**src/rtl/fpsf_pkg.sv**
```systemverilog
// Constants and carrier types for the dual fan PWM controller core.
// Assumes a single 50 MHz system clock; analog front end delivers digital levels.
package fpsf_pkg;

	// System clock rate in Hz
	localparam int CLOCK_HZ = 50_000_000;

	// PWM frequency: typical value and permitted range, in Hz
	localparam int PWM_HZ_TYP = 30;
	localparam int PWM_HZ_MIN = 15;
	localparam int PWM_HZ_MAX = 35;

	// One PWM period is split into slots; duty steps are whole slots
	localparam int             PWM_SLOTS       = 150;
	localparam logic [7:0]     SLOT_LAST       = 8'h95;
	localparam logic [7:0]     DUTY_BASE_SLOTS = 8'h2D;
	localparam logic [7:0]     DUTY_STEP_SLOTS = 8'h07;

	// Forced full-duty start interval, in seconds
	localparam int START_TIME_S = 1;
	localparam int START_CYCLES = CLOCK_HZ * START_TIME_S;

	// Speed measurement window, in seconds
	localparam int WINDOW_TIME_S = 1;
	localparam int WINDOW_CYCLES = CLOCK_HZ * WINDOW_TIME_S;

	// Duty codes
	localparam logic [3:0] DUTY_OPEN_CODE  = 4'h2;
	localparam logic [3:0] DUTY_RESET_CODE = 4'h2;

	// Speed counts and thresholds
	localparam int          SPEED_W      = 16;
	localparam logic [15:0] SPEED_MAX    = 16'hFFFF;
	localparam logic [15:0] THRESH_RESET = 16'h0010;

	// Configuration register layout: bit 5 duty source, bit 0 shutdown
	typedef struct packed {
		logic [1:0] reserved_hi;
		logic       duty_source_select;
		logic [3:0] reserved_lo;
		logic       shutdown_request;
	} fpsf_cfg_t;

	// Status register layout: bit 5 over-temperature, bits 1..0 fan faults
	typedef struct packed {
		logic [1:0] reserved_hi;
		logic       overtemp_flag;
		logic [2:0] reserved_lo;
		logic       fan_two_fault;
		logic       fan_one_fault;
	} fpsf_status_t;

	// Temperature input as digitised by the analog front end
	typedef struct packed {
		logic [3:0] duty_level;
		logic       open;
		logic       over;
	} fpsf_temp_t;

	typedef enum {
		FPSF_OFF,
		FPSF_START,
		FPSF_RUN
	} fpsf_state_t;

endpackage

```
**src/rtl/fpsf_core.sv**
```systemverilog
// Fan PWM core: start-up boost, duty selection, two speed monitors, alarm.
// Assumes register storage outside except duty, thresholds and speed counts, held here;
// temperature levels come from on-chip logic on the same clock.
`timescale 1ns/1ps
`default_nettype none

// Behaviour
// - Pull alarm low when any fan speed falls below its threshold.
// - In alarm-on-overtemp variant, hold alarm low during over-temperature.
// - Set overtemp flag, status bit 5, whenever temperature input is over threshold.
// - Count qualified pulses per sense input; each count gives that fan's speed.
// - PWM drive is active high.
// - Fixed-frequency PWM with duty limited between 30% and 100%.
// - At 100% duty the drive stays high all period.
// - Period is a parameter, typically 30 Hz.
// - Force 100% duty for one second after power-up or shutdown release.
// - After start-up pick duty source from config bit 5; analog by default.
// - Analog source with temperature input open gives 39.33% duty.
// - PWM frequency parameter restricted to 15 Hz to 35 Hz.
// - Speed data readable; thresholds readable and writable.
// - Config bit 5 set selects duty register; clear selects analog input.
// - Four-bit duty register, code 0 is 30%, code 15 is 100%.
// - Drive keeps pulsing after fan fault; stops only on shutdown bit 0.
module fpsf_core #(
	parameter int CLK_HZ        = fpsf_pkg::CLOCK_HZ,
	parameter int PWM_HZ        = fpsf_pkg::PWM_HZ_TYP,
	parameter int START_CYCLES  = fpsf_pkg::START_CYCLES,
	parameter int WINDOW_CYCLES = fpsf_pkg::WINDOW_CYCLES
) (
	input  wire logic                   i_clock,
	input  wire logic                   i_nrst,
	input  wire logic                   i_fan_one_pulse_in,
	input  wire logic                   i_fan_two_pulse_in,
	input  wire fpsf_pkg::fpsf_temp_t   i_temp_voltage_in,
	input  wire fpsf_pkg::fpsf_cfg_t    i_config,
	input  wire logic                   i_overtemp_alarm_en,
	input  wire logic                   i_duty_wr,
	input  wire logic [3:0]             i_duty_wdata,
	input  wire logic [1:0]             i_thresh_wr,
	input  wire logic [15:0]            i_thresh_wdata,
	input  wire logic                   i_alarm_in,
	output logic                        o_pwm_drive_out,
	output logic                        o_alarm_out,
	output logic                        o_alarm_oe,
	output logic                        o_alarm_line_low,
	output fpsf_pkg::fpsf_status_t      o_status,
	output logic [3:0]                  o_duty_code,
	output logic [15:0]                 o_fan_one_speed,
	output logic [15:0]                 o_fan_two_speed,
	output logic [15:0]                 o_fan_one_thresh,
	output logic [15:0]                 o_fan_two_thresh,
	output logic                        o_startup_active
);

	// Out-of-range frequencies are clamped rather than rejected
	localparam int EFF_HZ = (PWM_HZ < fpsf_pkg::PWM_HZ_MIN) ? fpsf_pkg::PWM_HZ_MIN :
		(PWM_HZ > fpsf_pkg::PWM_HZ_MAX) ? fpsf_pkg::PWM_HZ_MAX : PWM_HZ;
	localparam int SLOT_RAW    = CLK_HZ / (EFF_HZ * fpsf_pkg::PWM_SLOTS);
	localparam int SLOT_CYCLES = (SLOT_RAW < 1) ? 1 : SLOT_RAW;
	localparam int START_EFF   = (START_CYCLES < 1) ? 1 : START_CYCLES;
	localparam int WINDOW_EFF  = (WINDOW_CYCLES < 1) ? 1 : WINDOW_CYCLES;

	localparam logic [31:0] SLOT_END   = 32'(SLOT_CYCLES - 1);
	localparam logic [31:0] START_END  = 32'(START_EFF - 1);
	localparam logic [31:0] WINDOW_END = 32'(WINDOW_EFF - 1);

	// Number of high slots for a duty code
	function automatic logic [7:0] on_slots(input logic [3:0] code);
		on_slots = fpsf_pkg::DUTY_BASE_SLOTS + 8'(code) * fpsf_pkg::DUTY_STEP_SLOTS;
	endfunction

	fpsf_pkg::fpsf_state_t state;
	fpsf_pkg::fpsf_state_t next_state;

	logic [31:0] start_cnt;
	logic [31:0] slot_div;
	logic        slot_tick;
	logic [7:0]  slot;
	logic [3:0]  duty_reg;
	logic [3:0]  active_code;
	logic        next_pwm;
	logic [31:0] win_cnt;
	logic        win_end;
	logic [1:0]  pulse_raw;
	logic [1:0]  pulse_meta;
	logic [1:0]  pulse_sync;
	logic [1:0]  pulse_prev;
	logic [1:0]  pulse_edge;
	logic [1:0]  fault;
	logic [15:0] speed   [2];
	logic [15:0] thresh  [2];
	logic [15:0] pulses  [2];
	logic        overtemp;
	logic        alarm;
	logic        alarm_meta;
	logic        alarm_sync;

	assign pulse_raw = {i_fan_two_pulse_in, i_fan_one_pulse_in};

	// Sequencing: shutdown has priority; its release restarts the boost
	always_comb begin
		next_state = state;
		case (state)
			fpsf_pkg::FPSF_OFF: begin
				if (!i_config.shutdown_request) begin
					next_state = fpsf_pkg::FPSF_START;
				end
			end
			fpsf_pkg::FPSF_START: begin
				if (i_config.shutdown_request) begin
					next_state = fpsf_pkg::FPSF_OFF;
				end else if (start_cnt == START_END) begin
					next_state = fpsf_pkg::FPSF_RUN;
				end
			end
			fpsf_pkg::FPSF_RUN: begin
				if (i_config.shutdown_request) begin
					next_state = fpsf_pkg::FPSF_OFF;
				end
			end
			default: begin
				next_state = fpsf_pkg::FPSF_START;
			end
		endcase
	end

	always_ff @(posedge i_clock or negedge i_nrst) begin
		if (!i_nrst) begin
			state <= fpsf_pkg::FPSF_START;
		end else begin
			state <= next_state;
		end
	end

	// Boost interval timer
	always_ff @(posedge i_clock or negedge i_nrst) begin
		if (!i_nrst) begin
			start_cnt <= 32'h00000000;
		end else if (state != fpsf_pkg::FPSF_START) begin
			start_cnt <= 32'h00000000;
		end else if (start_cnt != START_END) begin
			start_cnt <= start_cnt + 32'h00000001;
		end
	end

	// Slot divider sets the fixed PWM frequency
	assign slot_tick = (slot_div == SLOT_END);

	always_ff @(posedge i_clock or negedge i_nrst) begin
		if (!i_nrst) begin
			slot_div <= 32'h00000000;
		end else if (slot_tick) begin
			slot_div <= 32'h00000000;
		end else begin
			slot_div <= slot_div + 32'h00000001;
		end
	end

	always_ff @(posedge i_clock or negedge i_nrst) begin
		if (!i_nrst) begin
			slot <= 8'h00;
		end else if (slot_tick) begin
			if (slot == fpsf_pkg::SLOT_LAST) begin
				slot <= 8'h00;
			end else begin
				slot <= slot + 8'h01;
			end
		end
	end

	// Duty register, written directly by the management side
	always_ff @(posedge i_clock or negedge i_nrst) begin
		if (!i_nrst) begin
			duty_reg <= fpsf_pkg::DUTY_RESET_CODE;
		end else if (i_duty_wr) begin
			duty_reg <= i_duty_wdata;
		end
	end

	// Source can change at any time; the new duty applies from the next clock, even mid-slot
	always_comb begin
		if (i_config.duty_source_select) begin
			active_code = duty_reg;
		end else if (i_temp_voltage_in.open) begin
			active_code = fpsf_pkg::DUTY_OPEN_CODE;
		end else begin
			active_code = i_temp_voltage_in.duty_level;
		end
	end

	// Code 15 gives 150 slots, so the compare never goes false
	always_comb begin
		case (state)
			fpsf_pkg::FPSF_OFF:   next_pwm = 1'b0;
			fpsf_pkg::FPSF_START: next_pwm = 1'b1;
			fpsf_pkg::FPSF_RUN:   next_pwm = (slot < on_slots(active_code));
			default:              next_pwm = 1'b0;
		endcase
	end

	always_ff @(posedge i_clock or negedge i_nrst) begin
		if (!i_nrst) begin
			o_pwm_drive_out <= 1'b0;
		end else begin
			o_pwm_drive_out <= next_pwm;
		end
	end

	// Measurement window shared by both fans
	assign win_end = (win_cnt == WINDOW_END);

	always_ff @(posedge i_clock or negedge i_nrst) begin
		if (!i_nrst) begin
			win_cnt <= 32'h00000000;
		end else if (win_end) begin
			win_cnt <= 32'h00000000;
		end else begin
			win_cnt <= win_cnt + 32'h00000001;
		end
	end

	// Per-fan pulse capture, speed latch and fault
	for (genvar f = 0; f < 2; f++) begin : g_fan
		always_ff @(posedge i_clock or negedge i_nrst) begin
			if (!i_nrst) begin
				pulse_meta[f] <= 1'b0;
				pulse_sync[f] <= 1'b0;
				pulse_prev[f] <= 1'b0;
			end else begin
				pulse_meta[f] <= pulse_raw[f];
				pulse_sync[f] <= pulse_meta[f];
				pulse_prev[f] <= pulse_sync[f];
			end
		end

		assign pulse_edge[f] = pulse_sync[f] & ~pulse_prev[f];

		// An edge in the closing cycle starts the next window's count
		always_ff @(posedge i_clock or negedge i_nrst) begin
			if (!i_nrst) begin
				pulses[f] <= 16'h0000;
			end else if (win_end) begin
				pulses[f] <= {15'h0000, pulse_edge[f]};
			end else if (pulse_edge[f] && pulses[f] != fpsf_pkg::SPEED_MAX) begin
				pulses[f] <= pulses[f] + 16'h0001;
			end
		end

		always_ff @(posedge i_clock or negedge i_nrst) begin
			if (!i_nrst) begin
				speed[f] <= 16'h0000;
			end else if (win_end) begin
				speed[f] <= pulses[f];
			end
		end

		always_ff @(posedge i_clock or negedge i_nrst) begin
			if (!i_nrst) begin
				thresh[f] <= fpsf_pkg::THRESH_RESET;
			end else if (i_thresh_wr[f]) begin
				thresh[f] <= i_thresh_wdata;
			end
		end

		// A fan stopped by shutdown is not a failure
		always_ff @(posedge i_clock or negedge i_nrst) begin
			if (!i_nrst) begin
				fault[f] <= 1'b0;
			end else if (state == fpsf_pkg::FPSF_OFF) begin
				fault[f] <= 1'b0;
			end else if (win_end) begin
				fault[f] <= (pulses[f] < thresh[f]);
			end
		end
	end

	// Over-temperature follows the comparator level
	always_ff @(posedge i_clock or negedge i_nrst) begin
		if (!i_nrst) begin
			overtemp <= 1'b0;
		end else begin
			overtemp <= i_temp_voltage_in.over;
		end
	end

	always_ff @(posedge i_clock or negedge i_nrst) begin
		if (!i_nrst) begin
			alarm <= 1'b0;
		end else begin
			alarm <= (|fault) | (i_overtemp_alarm_en & overtemp);
		end
	end

	// Read-back of the shared alarm wire, another driver may pull it too
	always_ff @(posedge i_clock or negedge i_nrst) begin
		if (!i_nrst) begin
			alarm_meta <= 1'b1;
			alarm_sync <= 1'b1;
		end else begin
			alarm_meta <= i_alarm_in;
			alarm_sync <= alarm_meta;
		end
	end

	// Open drain: only ever drives low
	assign o_alarm_out      = 1'b0;
	assign o_alarm_oe       = alarm;
	assign o_alarm_line_low = ~alarm_sync;

	always_comb begin
		o_status               = '0;
		o_status.overtemp_flag = overtemp;
		o_status.fan_one_fault = fault[0];
		o_status.fan_two_fault = fault[1];
	end

	assign o_duty_code      = duty_reg;
	assign o_fan_one_speed  = speed[0];
	assign o_fan_two_speed  = speed[1];
	assign o_fan_one_thresh = thresh[0];
	assign o_fan_two_thresh = thresh[1];
	assign o_startup_active = (state == fpsf_pkg::FPSF_START);

endmodule

`default_nettype wire

```
**config.mk**
```make
export PLATFORM = sky130hd
export DESIGN_NAME = fpsf_core
export DESIGN_NICKNAME = d
export VERILOG_FILES = /design/src/rtl/fpsf_pkg.sv /design/src/rtl/fpsf_core.sv
export SDC_FILE = /design/constraint.sdc
export NUM_CORES = 1
export LEC_CHECK = 0
export BUFFER_PORTS_ARGS = -buffer_cell sky130_fd_sc_hd__buf_2
export CAP_MARGIN = 15
export CORE_ASPECT_RATIO = 0.5
export CORE_MARGIN = 1.5
export CORE_UTILIZATION = 43
export DETAILED_ROUTE_END_ITERATION = 7
export PLACE_DENSITY_LB_ADDON = 0.25
export SYNTH_ARGS = -nofsm -noshare
export SYNTH_HDL_FRONTEND = slang
export SYNTH_SLANG_ARGS = --single-unit
export TNS_END_PERCENT = 1
```
**constraint.sdc**
```tcl
create_clock -name i_clock -period 5.2 [get_ports i_clock]
set_input_delay 0.26 -clock i_clock [delete_from_list [all_inputs] [get_ports i_clock]]
set_output_delay 0.26 -clock i_clock [all_outputs]
set_load 0.03 [all_outputs]
```
Word level (Yosys, flattened, before mapping)

Index checks and enable logic that the tools add are counted.
Widths: inputs -> output; s select.

Bits in registers: 249
Word-level logic and storage cells: 88

$add $sub $neg: 7
Multipliers: 1
Magnitude comparators: 3
Eq/ne operators: 14
Muxes and demuxes: 21
Bitwise gates (word level): 7
Reduce and logical (&&, ||, !) cells: 10

Operators with widths:

| cell                  | number |
|---|---|
| $mux 32               | 8 |
| $add 32x1->32 const B | 3 |
| $pmux 32 s3           | 1 |
| $eq 32x2->1 const B   | 2 |
| $eq 32x26->1 const B  | 2 |
| $logic_not 32->1      | 2 |
| $mux 16               | 4 |
| $add 16x1->16 const B | 2 |
| $eq 32x1->1 const B   | 1 |
| $eq 32x14->1 const B  | 1 |
| $lt 16x16->1          | 2 |
| $ne 16x16->1 const B  | 2 |
| $ne 32x2->1 const B   | 1 |
| $ne 32x26->1 const B  | 1 |
| $add 6x7->8 const A   | 1 |
| $add 8x1->8 const B   | 1 |
| $eq 8x8->1 const B    | 1 |
| $lt 8x8->1            | 1 |
| $mux 4                | 2 |
| $mux 8                | 1 |
| $reduce_bool 2->1     | 4 |
| $mul 4x3->7 const B   | 1 |
| $mux 1                | 4 |
| $ne 2x2->1 const B    | 2 |
| 8 further kinds       | 13 |

Logic depth before layout (Yosys ltp)

Depth after elaboration: 6
Mapped depth: 16
Mapped depth without buffers: 16

Least setup slack after synthesis

Ideal clock, no wire load.

Path kind: register to register
From: register duty_reg[1], in the netlist o_duty_code[1]
To: register o_pwm_drive_out
Library setup time: 0.094 ns
Data arrival time: 3.263 ns
Required time: 5.106 ns
Slack: 1.843 ns
Stages on the path, launching flop included: 16
Path buffers: 0
Period minus slack after synthesis: 3.357 ns
Path through: dfstp_2 > nand2b_1 > nand2_1 > ha_1 > inv_1 > fa_1 > ha_1 > a21o_1 > a21oi_1 > xor2_1 > ha_1 > nand3_1 > o22ai_1 > nor3b_1 > o21ai_0 > a211oi_1

Word-level cells in the longest chain between the ends: 5

Ends and longest elaborated chain:

| element                | line             | source |
|---|---|---|
| from (decl)            | fpsf_core.sv:79  | `logic [3:0] duty_reg;` |
| from (signal assigned) | fpsf_core.sv:174 | `duty_reg <= fpsf_pkg::DUTY_RESET_CODE;` |
| from (signal assigned) | fpsf_core.sv:176 | `duty_reg <= i_duty_wdata;` |
| $mux 4                 | fpsf_core.sv:182 | `if (i_config.duty_source_select) begin` |
| $mul 4x3->7            | fpsf_core.sv:69  | `on_slots = fpsf_pkg::DUTY_BASE_SLOTS + 8'(code) * fpsf_pkg::DUTY_STEP_SLOTS;` |
| $add 6x7->8            | fpsf_core.sv:69  |  |
| $lt 8x8->1             | fpsf_core.sv:196 | `fpsf_pkg::FPSF_RUN: next_pwm = (slot < on_slots(active_code));` |
| $pmux 1 s2             | fpsf_core.sv:193 | `case (state)` |
| named net next_pwm     | fpsf_core.sv:81  | `logic next_pwm;` |
| to (signal assigned)   | fpsf_core.sv:205 | `o_pwm_drive_out <= next_pwm;` |
| to (decl)              | fpsf_core.sv:42  | `output logic o_pwm_drive_out,` |

The timed path passes the listed nets, and every way through them passes these cells.
A chain may end at the register's enable or synchronous reset.

Worst setup path in the final report

Ends and elaborated chain as after synthesis.

==> results.py <==
metrics = {
    "critical_path": {
        "crit_start": "o_duty_code[1]",
        "r2r-start": "o_duty_code[1]",
        "critical_path.endpoint": "o_pwm_drive_out",
        "required_ns": 5.60,
        "r2r-end": "o_pwm_drive_out",
        "critPathMaxFanout": 4,
        "crit_path_end_kind": "register",
        "rr_worst_depth": 15,
        "worstPathArrival_ns": 3.97,
        "critPathLaunchType": "register",
        "critPathKind": "register to register",
        "r2r_slack_ns": 1.64,
    },
    "die": {
        "die_y_um": 116.2,
        "start_util_pct": 43.72,
        "die_x_um": 229.3,
        "core_region_area_um2": 25190,
        "ioPinCount": 124,
        "fp.dieArea_um2": 26640,
        "rows": 41,
    },
    "clock_tree": {
        "clkSinkCount": 219,
        "htree_levels": 1,
        "post_cts_buffers": 0,
        "clkLatencyLatePin_ns": 0.51,
        "clk_path_buf_depth": 3,
        "ctsRootBufferMaster": "clkbuf_16",
        "cts_tree": "built",
        "cts_buffers": 22,
        "path_clk_slew_ns": 0.06,
    },
    "synthesis": {
        "syn_inst": 1136,
        "synth_mux_area_share_pct": 1.375,
        "synthSimpleGateAreaFrac_pct": 22.20,
        "synthAdderAreaFrac_pct": 6.545,
        "synth_xor_area_share_pct": 8.669,
        "syn_avg_cell_area_um2": 9.693,
        "synth_warnings": 0,
        "yosysSeqAreaShare_pct": 49.84,
        "syn-cell-area_um2": 11010,
        "synth_ff_type": "dfrtp_1",
        "synth_top_family_by_area": "simple AND/OR/NAND/NOR gates",
        "synth_compound_area_share_pct": 7.476,
        "synth.distinct_cells": 66,
        "synth-edff-count": 0,
        "synthArstFlopShare_pct": 100.0,
        "ys_ff_latch": 219,
    },
    "routing": {
        "drc": 0,
        "avgRoutedWirePerCell_um": 15.20,
        "wirelength_um": 24550,
        "dr.pass1.iters": 6,
        "drt-initial-drc-count": 609,
        "detail-route-antenna-nets": 0,
        "vias": 8528,
        "viasPerCell": 5.280,
    },
    "place": {
        "place_ws_ns": 1.549,
        "dp_hpwl_um": 17140,
        "portBuffers": 111,
        "routabilityCongestion": 0.8588,
    },
    "sta": {
        "slew_violations": 0,
        "tightest_slew_ns": 0.9814,
        "fin_crit_ns": 3.564,
        "relSlewSlack_pct": 34.08,
        "finClkSkew_ns": 0.01678,
        "finalSetupViolations": 0,
        "finalSetupTns_ns": 0,
        "timing.final.ws_setup_ns": 1.636,
        "final_hold_viol_count": 0,
        "fmax_ghz": 0.2806,
        "fin_crit_sh_pct": 68.54,
        "rsz0062_at_grt": "false",
    },
    "power": {
        "netSwitchingPower_mw": 1.126,
        "swShare_pct": 27.36,
        "p_clk_share_pct": 40.0,
        "ir_drop_mv": 0.1881,
        "leakage_nw": 6.140,
        "seq_power_share_pct": 45.9,
        "combPwrFrac_pct": 14.1,
        "power_density_nw_per_um2": 320.4,
        "cell_internal_pwr_mw": 2.989,
    },
    "run": {
        "maxCapViolations": 0,
    },
    "grt": {
        "grt_pass1_vias": 8235,
        "grt_overflow_total": 0,
        "track_usage_pct": 18.58,
        "grt_pass1_wl_um": 41030,
        "antenna_found_initial": 0,
        "grt_max_degree": 129,
    },
    "run_status": {
        "outcome": "complete, no violations",
    },
    "cells_and_area": {
        "fillCellCount": 2302,
        "diodes": 0,
        "drive_above_1_share_pct": 14.56,
        "finalNetCount": 1356,
        "area.growth.synth_to_final_pct": 16.62,
    },
    "hold_path": {
        "holdCritPathClass": "primary input to register",
    },
}
[power groups by stage]
stage,clock (mW),combinational [mW],sequential [mW]
5_1_grt,1.76,0.656,1.91
2_1_floorplan,0,0.337,1.95
3_5_place_dp,0,0.570,1.92
3_3_place_gp,0,0.548,1.92
4_1_cts,1.68,0.584,1.89
6_report,1.65,0.579,1.89
[worst max-delay path, stage by stage (launching register included)]
cell	delay (ns)
dfstp_2	0.53
nand2b_1	0.12
nand2_1	0.11
ha_1	0.31
inv_1	0.06
fa_1	0.48
ha_1	0.36
a21o_1	0.20
a21oi_1	0.18
xor2_1	0.20
ha_1	0.26
nand3_1	0.09
o22ai_1	0.08
nor3b_1	0.18
o21ai_0	0.10
a211oi_1	0.19
[synthesized netlist by cell type (20+ instances only)]
cell type,instances,area share (%)
nor3_1,20,0.91
nand3_1,49,2.2
clkbuf_1,33,1.1
ha_1,56,6.4
nand4_1,38,2.2
nor2_1,103,3.5
a21oi_1,27,1.2
dfrtp_1,213,48
and3_1,20,1.1
o21ai_0,53,2.4
nor4_1,23,1.3
inv_1,60,2.0
nand2_1,173,5.9
xnor2_1,70,5.6
xor2_1,39,3.1
[how the worst min path moves through the flow]
stage	from	end	cells after the start
after floorplan	i_nrst	o_alarm_oe	0
after global placement	pulse_meta[1]	pulse_sync[1]	0
after detailed placement	pulse_meta[1]	pulse_sync[1]	0
after CTS	i_thresh_wdata[3]	o_fan_two_thresh[3]	3
after global routing	i_thresh_wdata[0]	o_fan_one_thresh[0]	2
final	i_thresh_wdata[13]	o_fan_two_thresh[13]	3
[flip-flops by register name, indices dropped and copies added (netlist names)]
signal / count
alarm_sync: 1
slot_div: 32
overtemp: 1
o_status: 2
o_fan_one_speed: 16
o_duty_code: 4
pulses: 32
start_cnt: 32
pulse_sync: 2
alarm_meta: 1
o_alarm_oe: 1
win_cnt: 32
o_fan_one_thresh: 16
slot: 8
o_fan_two_thresh: 16
state: 2
pulse_meta: 2
o_fan_two_speed: 16
o_pwm_drive_out: 1
pulse_prev: 2
[final cells by class]
class	instances	area, um^2	area share [%]
multi-input cells	818	5145	40.06
clock buffers	33	673.1	5.242
well taps	344	430.4	3.352
flip-flops and latches	219	5488	42.73
inverters	60	225.2	1.754
repair buffers	135	798.3	6.216
clock inverters	6	82.58	0.6430
[metal layers]
layer	up-vias	part of all wire, %	GRT usage (%)
met5	-	0	0
met4	0	1.8	3.947
met3	35	3.6	2.319
met2	162	46	30.89
met1	4184	49	26.40
li1	4147	-	-
[cells by family after synthesis]
group	Yosys count
simple gates	500
flops	219
compound gates	132
xor+xnor	109
buf+inv	104
fa+ha+maj	57
mux	14
other cells	1
[layout by cell type, fill, tap and decap left out, drive strengths merged, types with 12 or more instances in the layout]
cell / instances
a21oi: 27
and3: 20
and4: 13
buf: 119
clkbuf: 33
dfrtp: 213
dlygate4sd3: 16
ha: 56
inv: 60
nand2: 174
nand3: 49
nand4: 38
nor2: 103
nor3: 20
nor4: 24
o21ai: 53
or3: 12
xnor2: 70
xor2: 39
[per-stage QoR]
| stage | power (mW) | hold slack (ns) | cells | utilization [%] | instance area [um^2] |
|---|---|---|---|---|---|
| after CTS | 4.155 | 0.001739 | 1615 | 50.99 | 12840 |
| after detailed placement | 2.492 | 0.3393 | 1560 | 47.35 | 11930 |
| after floorplan | 2.285 | -0.03559 | 1141 | - | 11030 |
| after global placement | 2.466 | 0.3367 | 1560 | 47.35 | 11930 |
| final | 4.115 | 0.01048 | 1615 | 50.99 | 12840 |
| after global routing | 4.319 | 0.0007223 | 1615 | 50.99 | 12840 |
[what timing repair did]
action,in CTS,in global routing
endpoints found under the hold margin,141,0
gates resized for setup,0,0
hold buffers,16,0
Note: power is estimated with default switching activity, not from simulation.
